===== src/pkg/fps_map.vh =====
// Register map, reset values and limits of the feedback position scaling block
`ifndef FPS_MAP_VH
`define FPS_MAP_VH

// Register numbers on the parameter port
`define FPS_ADDR_POLES      16'h012e
`define FPS_ADDR_SHIFT      16'h0130
`define FPS_ADDR_RATIO      16'h0132
`define FPS_ADDR_PRIMARY    16'h064a
`define FPS_ADDR_OFFSET     16'h0652
`define FPS_ADDR_UNIT       16'h0658

// Reset values
`define FPS_RST_POLES       16'h0002
`define FPS_RST_SHIFT       8'h14
`define FPS_RST_RATIO       16'h01f4
`define FPS_RST_OFFSET      64'h0000000000000000
`define FPS_RST_UNIT        32'h00000000

// Accepted ranges
`define FPS_POLES_MIN       16'h0002
`define FPS_POLES_MAX       16'h0080
`define FPS_SHIFT_MAX       8'h20
`define FPS_RATIO_MIN       16'h0001
`define FPS_RATIO_MAX       16'hc350

// Position unit codes
`define FPS_UNIT_COUNTS     32'h00000000
`define FPS_UNIT_RATIO      32'h00000003

// Width of the within-turn angle field
`define FPS_TURN_BITS       7'h20

`endif


===== src/verilog/fps_fieldbus_scale.v =====
// Reduces a 64-bit turns.angle position to a 32-bit fieldbus value
`include "fps_map.vh"

module fps_fieldbus_scale #(
    parameter POS_W = 64,
    parameter OUT_W = 32
) (
    input  wire             clock_i,
    input  wire             reset_n_i,
    input  wire [POS_W-1:0] position_i,
    input  wire [7:0]       shift_i,
    output wire [OUT_W-1:0] scaled_o
);

    reg  [OUT_W-1:0] scaled_ff;
    wire [6:0]       amount;
    wire [POS_W-1:0] shifted;

    // Shift setting is held within 0..32 by the register checks
    assign amount  = `FPS_TURN_BITS - {1'b0, shift_i[5:0]};
    assign shifted = position_i >> amount;

    always @(posedge clock_i or negedge reset_n_i) begin
        if (!reset_n_i) begin
            scaled_ff <= {OUT_W{1'b0}};
        end else begin
            scaled_ff <= shifted[OUT_W-1:0];
        end
    end

    assign scaled_o = scaled_ff;

endmodule


===== src/verilog/fps_pole_check.v =====
// Tests by repeated subtraction whether motor poles are a multiple of feedback poles
module fps_pole_check #(
    parameter POLE_W = 16
) (
    input  wire              clock_i,
    input  wire              reset_n_i,
    input  wire              start_i,
    input  wire [POLE_W-1:0] motor_poles_i,
    input  wire [POLE_W-1:0] fb_poles_i,
    output wire              done_o,
    output wire              integer_o
);

    reg              busy_ff;
    reg              done_ff;
    reg              integer_ff;
    reg [POLE_W-1:0] rem_ff;
    reg [POLE_W-1:0] div_ff;

    always @(posedge clock_i or negedge reset_n_i) begin
        if (!reset_n_i) begin
            busy_ff    <= 1'b0;
            done_ff    <= 1'b0;
            integer_ff <= 1'b0;
            rem_ff     <= {POLE_W{1'b0}};
            div_ff     <= {POLE_W{1'b0}};
        end else begin
            done_ff <= 1'b0;
            if (start_i && !busy_ff) begin
                busy_ff <= 1'b1;
                rem_ff  <= motor_poles_i;
                div_ff  <= fb_poles_i;
            end else if (busy_ff) begin
                if (rem_ff >= div_ff) begin
                    rem_ff <= rem_ff - div_ff;
                end else begin
                    busy_ff    <= 1'b0;
                    done_ff    <= 1'b1;
                    integer_ff <= (rem_ff == {POLE_W{1'b0}});
                end
            end
        end
    end

    assign done_o    = done_ff;
    assign integer_o = integer_ff;

endmodule


===== src/verilog/fps_top.v =====
// Primary feedback position offset, fieldbus scaling, pole check and settings
`include "fps_map.vh"

module fps_top #(
    parameter POS_W  = 64,
    parameter FB_W   = 32,
    parameter POLE_W = 16
) (
    input  wire              clock_i,
    input  wire              reset_n_i,
    input  wire [15:0]       reg_addr_i,
    input  wire              reg_wr_i,
    input  wire              reg_rd_i,
    input  wire [63:0]       reg_wdata_i,
    output wire [63:0]       reg_rdata_o,
    output wire              reg_ack_o,
    output wire              reg_err_o,
    input  wire [POS_W-1:0]  raw_position_i,
    input  wire [POS_W-1:0]  following_error_i,
    input  wire [POLE_W-1:0] motor_pole_count_i,
    input  wire              enable_request_i,
    input  wire              disable_request_i,
    input  wire              fault_clear_i,
    output wire [POS_W-1:0]  primary_position_o,
    output wire [FB_W-1:0]   position_actual_o,
    output wire [FB_W-1:0]   following_error_actual_o,
    output wire [1:0]        position_unit_code_o,
    output wire [15:0]       excitation_amplitude_o,
    output wire              drive_enabled_o,
    output wire              pole_fault_o
);

    ////////////////////////////////////////////////////////////////////////////
    // Enable sequencing states
    localparam ST_IDLE  = 2'b00;
    localparam ST_CHECK = 2'b01;
    localparam ST_RUN   = 2'b10;
    localparam ST_FAULT = 2'b11;

    ////////////////////////////////////////////////////////////////////////////
    // Settings and state
    reg [POLE_W-1:0] poles_ff;
    reg [7:0]        shift_ff;
    reg [15:0]       ratio_ff;
    reg [POS_W-1:0]  offset_ff;
    reg [31:0]       unit_ff;
    reg [POS_W-1:0]  primary_ff;
    reg [63:0]       rdata_ff;
    reg              ack_ff;
    reg              err_ff;
    reg [1:0]        unit_out_ff;
    reg [15:0]       amp_ff;
    reg [1:0]        state_ff;
    reg [1:0]        nxt_state;
    reg              enabled_ff;
    reg              fault_ff;
    reg              nxt_fault;
    reg              start_ff;

    reg [63:0]       nxt_rdata;
    reg              nxt_err;
    reg              wr_poles;
    reg              wr_shift;
    reg              wr_ratio;
    reg              wr_offset;
    reg              wr_unit;

    wire             check_done;
    wire             check_integer;
    wire [FB_W-1:0]  scaled [0:1];
    wire [POS_W-1:0] scale_src [0:1];

    ////////////////////////////////////////////////////////////////////////////
    // Parameter port decode with range checks
    always @* begin
        nxt_rdata = 64'h0000000000000000;
        nxt_err   = 1'b0;
        wr_poles  = 1'b0;
        wr_shift  = 1'b0;
        wr_ratio  = 1'b0;
        wr_offset = 1'b0;
        wr_unit   = 1'b0;
        case (reg_addr_i)
            `FPS_ADDR_POLES: begin
                nxt_rdata = {{(64-POLE_W){1'b0}}, poles_ff};
                if (reg_wr_i) begin
                    if (reg_wdata_i >= {48'h000000000000, `FPS_POLES_MIN} &&
                        reg_wdata_i <= {48'h000000000000, `FPS_POLES_MAX}) begin
                        wr_poles = 1'b1;
                    end else begin
                        nxt_err = 1'b1;
                    end
                end
            end
            `FPS_ADDR_SHIFT: begin
                nxt_rdata = {56'h00000000000000, shift_ff};
                if (reg_wr_i) begin
                    if (reg_wdata_i <= {56'h00000000000000, `FPS_SHIFT_MAX}) begin
                        wr_shift = 1'b1;
                    end else begin
                        nxt_err = 1'b1;
                    end
                end
            end
            `FPS_ADDR_RATIO: begin
                nxt_rdata = {48'h000000000000, ratio_ff};
                if (reg_wr_i) begin
                    if (reg_wdata_i >= {48'h000000000000, `FPS_RATIO_MIN} &&
                        reg_wdata_i <= {48'h000000000000, `FPS_RATIO_MAX}) begin
                        wr_ratio = 1'b1;
                    end else begin
                        nxt_err = 1'b1;
                    end
                end
            end
            `FPS_ADDR_PRIMARY: begin
                nxt_rdata = primary_ff;
                if (reg_wr_i) begin
                    nxt_err = 1'b1;
                end
            end
            `FPS_ADDR_OFFSET: begin
                nxt_rdata = offset_ff;
                if (reg_wr_i) begin
                    wr_offset = 1'b1;
                end
            end
            `FPS_ADDR_UNIT: begin
                nxt_rdata = {32'h00000000, unit_ff};
                if (reg_wr_i) begin
                    if (reg_wdata_i == {32'h00000000, `FPS_UNIT_COUNTS} ||
                        reg_wdata_i == {32'h00000000, `FPS_UNIT_RATIO}) begin
                        wr_unit = 1'b1;
                    end else begin
                        nxt_err = 1'b1;
                    end
                end
            end
            default: begin
                nxt_err = reg_wr_i | reg_rd_i;
            end
        endcase
    end

    ////////////////////////////////////////////////////////////////////////////
    // Setting registers and bus answer
    always @(posedge clock_i or negedge reset_n_i) begin
        if (!reset_n_i) begin
            poles_ff  <= `FPS_RST_POLES;
            shift_ff  <= `FPS_RST_SHIFT;
            ratio_ff  <= `FPS_RST_RATIO;
            offset_ff <= `FPS_RST_OFFSET;
            unit_ff   <= `FPS_RST_UNIT;
            rdata_ff  <= 64'h0000000000000000;
            ack_ff    <= 1'b0;
            err_ff    <= 1'b0;
        end else begin
            if (wr_poles) begin
                poles_ff <= reg_wdata_i[POLE_W-1:0];
            end
            if (wr_shift) begin
                shift_ff <= reg_wdata_i[7:0];
            end
            if (wr_ratio) begin
                ratio_ff <= reg_wdata_i[15:0];
            end
            if (wr_offset) begin
                offset_ff <= reg_wdata_i[POS_W-1:0];
            end
            if (wr_unit) begin
                unit_ff <= reg_wdata_i[31:0];
            end
            ack_ff   <= reg_wr_i | reg_rd_i;
            err_ff   <= nxt_err;
            rdata_ff <= reg_rd_i ? nxt_rdata : 64'h0000000000000000;
        end
    end

    ////////////////////////////////////////////////////////////////////////////
    // Offset position and derived outputs
    always @(posedge clock_i or negedge reset_n_i) begin
        if (!reset_n_i) begin
            primary_ff  <= {POS_W{1'b0}};
            unit_out_ff <= 2'b00;
            amp_ff      <= `FPS_RST_RATIO;
        end else begin
            primary_ff  <= raw_position_i + offset_ff;
            unit_out_ff <= unit_ff[1:0];
            amp_ff      <= ratio_ff;
        end
    end

    ////////////////////////////////////////////////////////////////////////////
    // Fieldbus reduction of actual position and following error
    assign scale_src[0] = primary_ff;
    assign scale_src[1] = following_error_i;

    genvar ch;
    generate
        for (ch = 0; ch < 2; ch = ch + 1) begin : g_scale
            fps_fieldbus_scale #(
                .POS_W (POS_W),
                .OUT_W (FB_W)
            ) u_scale (
                .clock_i    (clock_i),
                .reset_n_i  (reset_n_i),
                .position_i (scale_src[ch]),
                .shift_i    (shift_ff),
                .scaled_o   (scaled[ch])
            );
        end
    endgenerate

    ////////////////////////////////////////////////////////////////////////////
    // Enable sequence with pole ratio check
    fps_pole_check #(
        .POLE_W (POLE_W)
    ) u_pole_check (
        .clock_i       (clock_i),
        .reset_n_i     (reset_n_i),
        .start_i       (start_ff),
        .motor_poles_i (motor_pole_count_i),
        .fb_poles_i    (poles_ff),
        .done_o        (check_done),
        .integer_o     (check_integer)
    );

    always @* begin
        nxt_state = state_ff;
        nxt_fault = fault_ff;
        if (fault_clear_i) begin
            nxt_fault = 1'b0;
        end
        case (state_ff)
            ST_IDLE: begin
                if (enable_request_i) begin
                    nxt_state = ST_CHECK;
                end
            end
            ST_CHECK: begin
                if (check_done) begin
                    if (check_integer) begin
                        nxt_state = ST_RUN;
                    end else begin
                        nxt_state = ST_FAULT;
                        nxt_fault = 1'b1;
                    end
                end
            end
            ST_RUN: begin
                if (disable_request_i) begin
                    nxt_state = ST_IDLE;
                end
            end
            ST_FAULT: begin
                if (fault_clear_i) begin
                    nxt_state = ST_IDLE;
                end
            end
            default: begin
                nxt_state = ST_IDLE;
            end
        endcase
    end

    always @(posedge clock_i or negedge reset_n_i) begin
        if (!reset_n_i) begin
            state_ff   <= ST_IDLE;
            fault_ff   <= 1'b0;
            enabled_ff <= 1'b0;
            start_ff   <= 1'b0;
        end else begin
            state_ff   <= nxt_state;
            fault_ff   <= nxt_fault;
            enabled_ff <= (nxt_state == ST_RUN);
            start_ff   <= (state_ff == ST_IDLE) && enable_request_i;
        end
    end

    ////////////////////////////////////////////////////////////////////////////
    // Outputs
    assign reg_rdata_o              = rdata_ff;
    assign reg_ack_o                = ack_ff;
    assign reg_err_o                = err_ff;
    assign primary_position_o       = primary_ff;
    assign position_actual_o        = scaled[0];
    assign following_error_actual_o = scaled[1];
    assign position_unit_code_o     = unit_out_ff;
    assign excitation_amplitude_o   = amp_ff;
    assign drive_enabled_o          = enabled_ff;
    assign pole_fault_o             = fault_ff;

endmodule


===== config.mk =====
export PLATFORM = sky130hd
export DESIGN_NAME = fps_top
export DESIGN_NICKNAME = d
export VERILOG_FILES = /design/src/verilog/fps_fieldbus_scale.v /design/src/verilog/fps_pole_check.v /design/src/verilog/fps_top.v
export VERILOG_INCLUDE_DIRS = /design/src /design/src/pkg
export SDC_FILE = /design/constraint.sdc
export NUM_CORES = 1
export LEC_CHECK = 0
export BUFFER_PORTS_ARGS = -buffer_cell sky130_fd_sc_hd__clkbuf_2
export CAP_MARGIN = 40
export CORE_UTILIZATION = 55
export CTS_CLUSTER_SIZE = 30
export DETAILED_ROUTE_END_ITERATION = 7
export PLACE_DENSITY = 0.75
export SYNTH_ARGS = -nofsm -noshare
export SYNTH_HDL_FRONTEND = slang
export SYNTH_HIERARCHICAL = 1
export SYNTH_SLANG_ARGS = --single-unit
export TNS_END_PERCENT = 30

===== constraint.sdc =====
create_clock -name clock_i -period 4.1 [get_ports clock_i]
set_clock_uncertainty 0.1 [all_clocks]
set_input_delay 0.615 -clock clock_i [delete_from_list [all_inputs] [get_ports clock_i]]
set_output_delay 0.615 -clock clock_i [all_outputs]
set_load 0.01 [all_outputs]

==> impl_results.md <==
* Buffers on Ports at 444
* Critical path data arrival time at 3.95 ns
* DP Area at roughly 30,000 um^2
* Post-cts resize count at 0
* 1st-iter DRT viols at between 2,000 and 3,000
* Io pins at around 450
* Top post-synthesis cells by area: dfrtp_1, mux2i_1, mux2_2
* Post-Syn Instances at 2,618
* Final Total Pwr at between 10 and 15 mW
* Worst path most repeated cell: o21ai_1
* Count leader, synth: dfrtp_1
* Hold Violations, Final at 0
* Core area at approximately 47,000 um^2
* Total wire length at between 90 and 100 mm
* Yosys top cell by area: dfrtp_1
* Initial antenna violation count at 4
* First-pass GRT wire length at ~140 mm
* DIE WIDTH at between 200 and 250 um
* Clk sinks at 388
* Unrepaired setup endpoints after global routing: no
* Post-synthesis cell type count at 101
* Synth async-reset ratio at 100.0%
* Rel. slew slack at roughly 41%
* Final setup margin at about 0.57 ns
* Hold Crit Class: input pin to register
* Flop pwr share at 39.0%
* Req. time, crit path at about 4.5 ns
* Longest Clk Path Bufs at 3
* Ratio of cells with drive above 1 in the final layout at around 30%
* CP max FO at 4
* Antenna cells at 0
* Power Internal at around 7.5 mW
* Slew @ Worst Pin at around 0.86 ns
* Area of the mapped netlist at between 20,000 and 30,000 um^2
* Routed Antenna Nets at 0
* Synthesis Warnings at 6
* H-tree depth at 2
* TritonCTS clock tree: done
* Largest net degree at the start of global routing at between 100 and 150
* Synth Area in XOR/XNOR at roughly 3.3%
* Worst path slowest cell: o311ai_1
* Mux share of post-synthesis cell area at 20.77%
* Fill cells at about 3,800
* DP HPWL at 69.33 mm
* Crit path kind: register to register
* Final RePlAce weighted congestion at roughly 1.0
* Util after Layout at between 60% and 70%
* Buf+Inv Stages, Crit Path at 1
* Via count at around 24,000
* Fin. max-slew vios at 0
* CTS Buf Count at 44
* Leak at 14.27 nW
* Failing checks: DRC
* Die height at roughly 220 um
* Synth top cells by count: dfrtp_1, nand2_1, nor2_1, mux2i_1, mux2_2
* Drt drc at 28
* Clk pwr share at about 40%
* Root Driver: clkbuf_16
* Design Area, Final at roughly 31,000 um^2
* Core Rows at 79
* Status: finished, violations left
* # placed instances at around 3,600
* Clk slew on worst S/H paths at ~0.070 ns
* P&R area growth vs syn at 17.19%
* Top delay family on crit path: compound AO/OA/AOI/OAI gates
* Reg-to-reg slack, setup at approximately 0.57 ns
* Overall routing resource usage at a little under two fifths
* Net Sw Frac at 30.41%
* Setup TNS at 0 ns
* Worst skew pair latency at 0.62 ns
* Capturing element type of the critical path: register
* Seq/Total Area, Yosys at roughly 37%
* Post-synth EDFFs at 0
* Fmax achieved at roughly 280 MHz
* Pwr dens at between 300 and 400 nW/um^2
* Pre-antenna DRT Iters at 8
* NetSw at 3.273 mW
* Final setup viols at 0
* CP cell instances: ha_1 > inv_1 > fa_1 > nor2b_4 > o31a_1 > o21ai_2 > a21oi_1 > o21bai_1 > o311ai_1 > o21ai_1 > o21ba_2 > o21ai_1 > xnor2_1
* Final period utilization at a little under nine tenths
* Comb power frac at a little over a fifth
* Post-Synth Simple-Gate Area at approximately 14%
* Vias per inst at ~6.5
* Die area at 48,590 um^2
* Post-synth top area share at between 30% and 40%
* Synth Area in Adders at 4.015%
* Register bit total from synthesis at 388
* Global route overflow at 0
* Min Clock Period, post-route at around 3.5 ns
* Max-Cap Viols at 0
* Post-synthesis area per instance at ~10 um^2
* Average wire per standard cell at ~25 um
* Hold Slack at 0.1194 ns
* Max incr delay on CP at approximately 0.55 ns
* Post-Syn Nets at just under 3,000
* CP startpoint kind: register
* Pre-CTS setup slack at 0.5101 ns
* Largest family of logic cells by synthesized area: multiplexers
* Vias in the first global route at around 23,000
* Final cell count without fillers at around 3,600
* Compound-gate portion of the synthesized area at roughly 16%
* Top_reg_cell synth: dfrtp_1
* Max VDD drop at about 0.54 mV
* Starting Density at 56.01%
* Final-stage net count at approximately 3,300
==> cells in the final DEF (no fill, tap or decap), drive strengths merged, types with 7 or more instances in the layout <==
master,instances
a221oi,11
a222oi,24
o211ai,38
a32oi,12
mux2i,180
nand2,257
dfstp,15
nor3b,8
o221ai,11
and2,50
nor2,217
clkinv,8
o31ai,10
a22oi,76
xor2,30
dfrtp,373
and3,15
nand4,27
clkbuf,496
o21ai,115
bufinv,8
a211oi,12
ha,81
mux4,76
buf,75
or3,7
inv,60
nand2b,14
a21o,37
o21a,11
a221o,13
xnor2,57
nor4,30
nand3,76
a21oi,155
nor2b,18
a31oi,34
nor3,27
o21bai,9
mux2,172
==> power groups by stage <==
stage	Clock [mW]	Combinational, mW	Sequential, mW
global placement	0	2.16	4.25
detailed placement	0	2.21	4.25
CTS	4.36	2.23	4.19
global route	4.51	2.47	4.21
finish	4.32	2.25	4.19
floorplan	0	1.52	4.21
==> layer usage <==
layer | track usage (%) | share of wire [%] | up-vias | wire length (um)
met3 | 6.034 | 8.3 | 167 | 7527
met4 | 10.97 | 2.8 | 4 | 2509
met1 | 53.71 | 44 | 11870 | 39520
met2 | 55.86 | 45 | 1185 | 41030
li1 | - | - | 10510 | -
met5 | 0 | 0.024 | - | 22
==> final timing paths <==
path                               start                         endpoint  cells after the start
max                         offset_ff[0]           primary_position_o[58]                     13
min                        fault_clear_i                     pole_fault_o                      2
max reg2reg                 offset_ff[0]           primary_position_o[58]                     13
min reg2reg                  ratio_ff[6]        excitation_amplitude_o[6]                      0
max in group asynchronous      reset_n_i                    offset_ff[20]                      3
min in group asynchronous      reset_n_i  g_scale[1].u_scale/scaled_o[10]                      2
==> cell families (layout without fill, tap and decap cells) <==
logic type / count (synthesis) / count (layout)
AOI/OAI and AO/OA: 621 / 621
xor gates and xnor gates: 87 / 87
adders and majority gates: 83 / 83
buffers and inverters: 237 / 652
DFF: 388 / 388
muxes: 428 / 428
and+or+nand+nor: 774 / 774
==> what timing repair did <==
| item | in CTS | in global routing |
|---|---|---|
| buffers inserted | 0 | 0 |
| endpoints found under the hold margin | 45 | 0 |
| hold buffers | 1 | 0 |
==> sequential cells by signal (all words and copies together) (netlist names) <==
register                  flops
position_unit_code_o          2
state_ff                      2
g_scale.u_scale/scaled_o     64
shift_ff                      8
poles_ff                     16
pole_fault_o                  1
ratio_ff                     16
primary_position_o           64
u_pole_check/div_ff          16
reg_rdata_o                  64
unit_ff                      32
excitation_amplitude_o       16
reg_err_o                     1
u_pole_check/rem_ff          16
u_pole_check/done_o           1
offset_ff                    64
drive_enabled_o               1
start_ff                      1
reg_ack_o                     1
u_pole_check/busy_ff          1
u_pole_check/integer_o        1
==> worst register-to-register path, delay by kind of cell (launching register included) <==
family,cells,cell delay [ns]
buffers and inverters,1,0.06
adder cells (fa/ha/maj),2,0.67
AO/OA/AOI/OAI,8,1.84
XOR/XNOR,1,0.14
flip-flops,1,0.48
AND/OR/NAND/NOR,1,0.14
==> cell type report <==
type | count | area, um^2 | share of cell area [%]
sequential | 388 | 9732 | 31.65
timing repair buffer | 519 | 2924 | 9.508
clock buffer | 53 | 1175 | 3.820
tap | 607 | 759.5 | 2.470
inverter | 56 | 210.2 | 0.6835
clock inverter | 24 | 410.4 | 1.335
multi-input combinational | 1993 | 15540 | 50.54
Note: power is estimated with default switching activity, not from simulation.
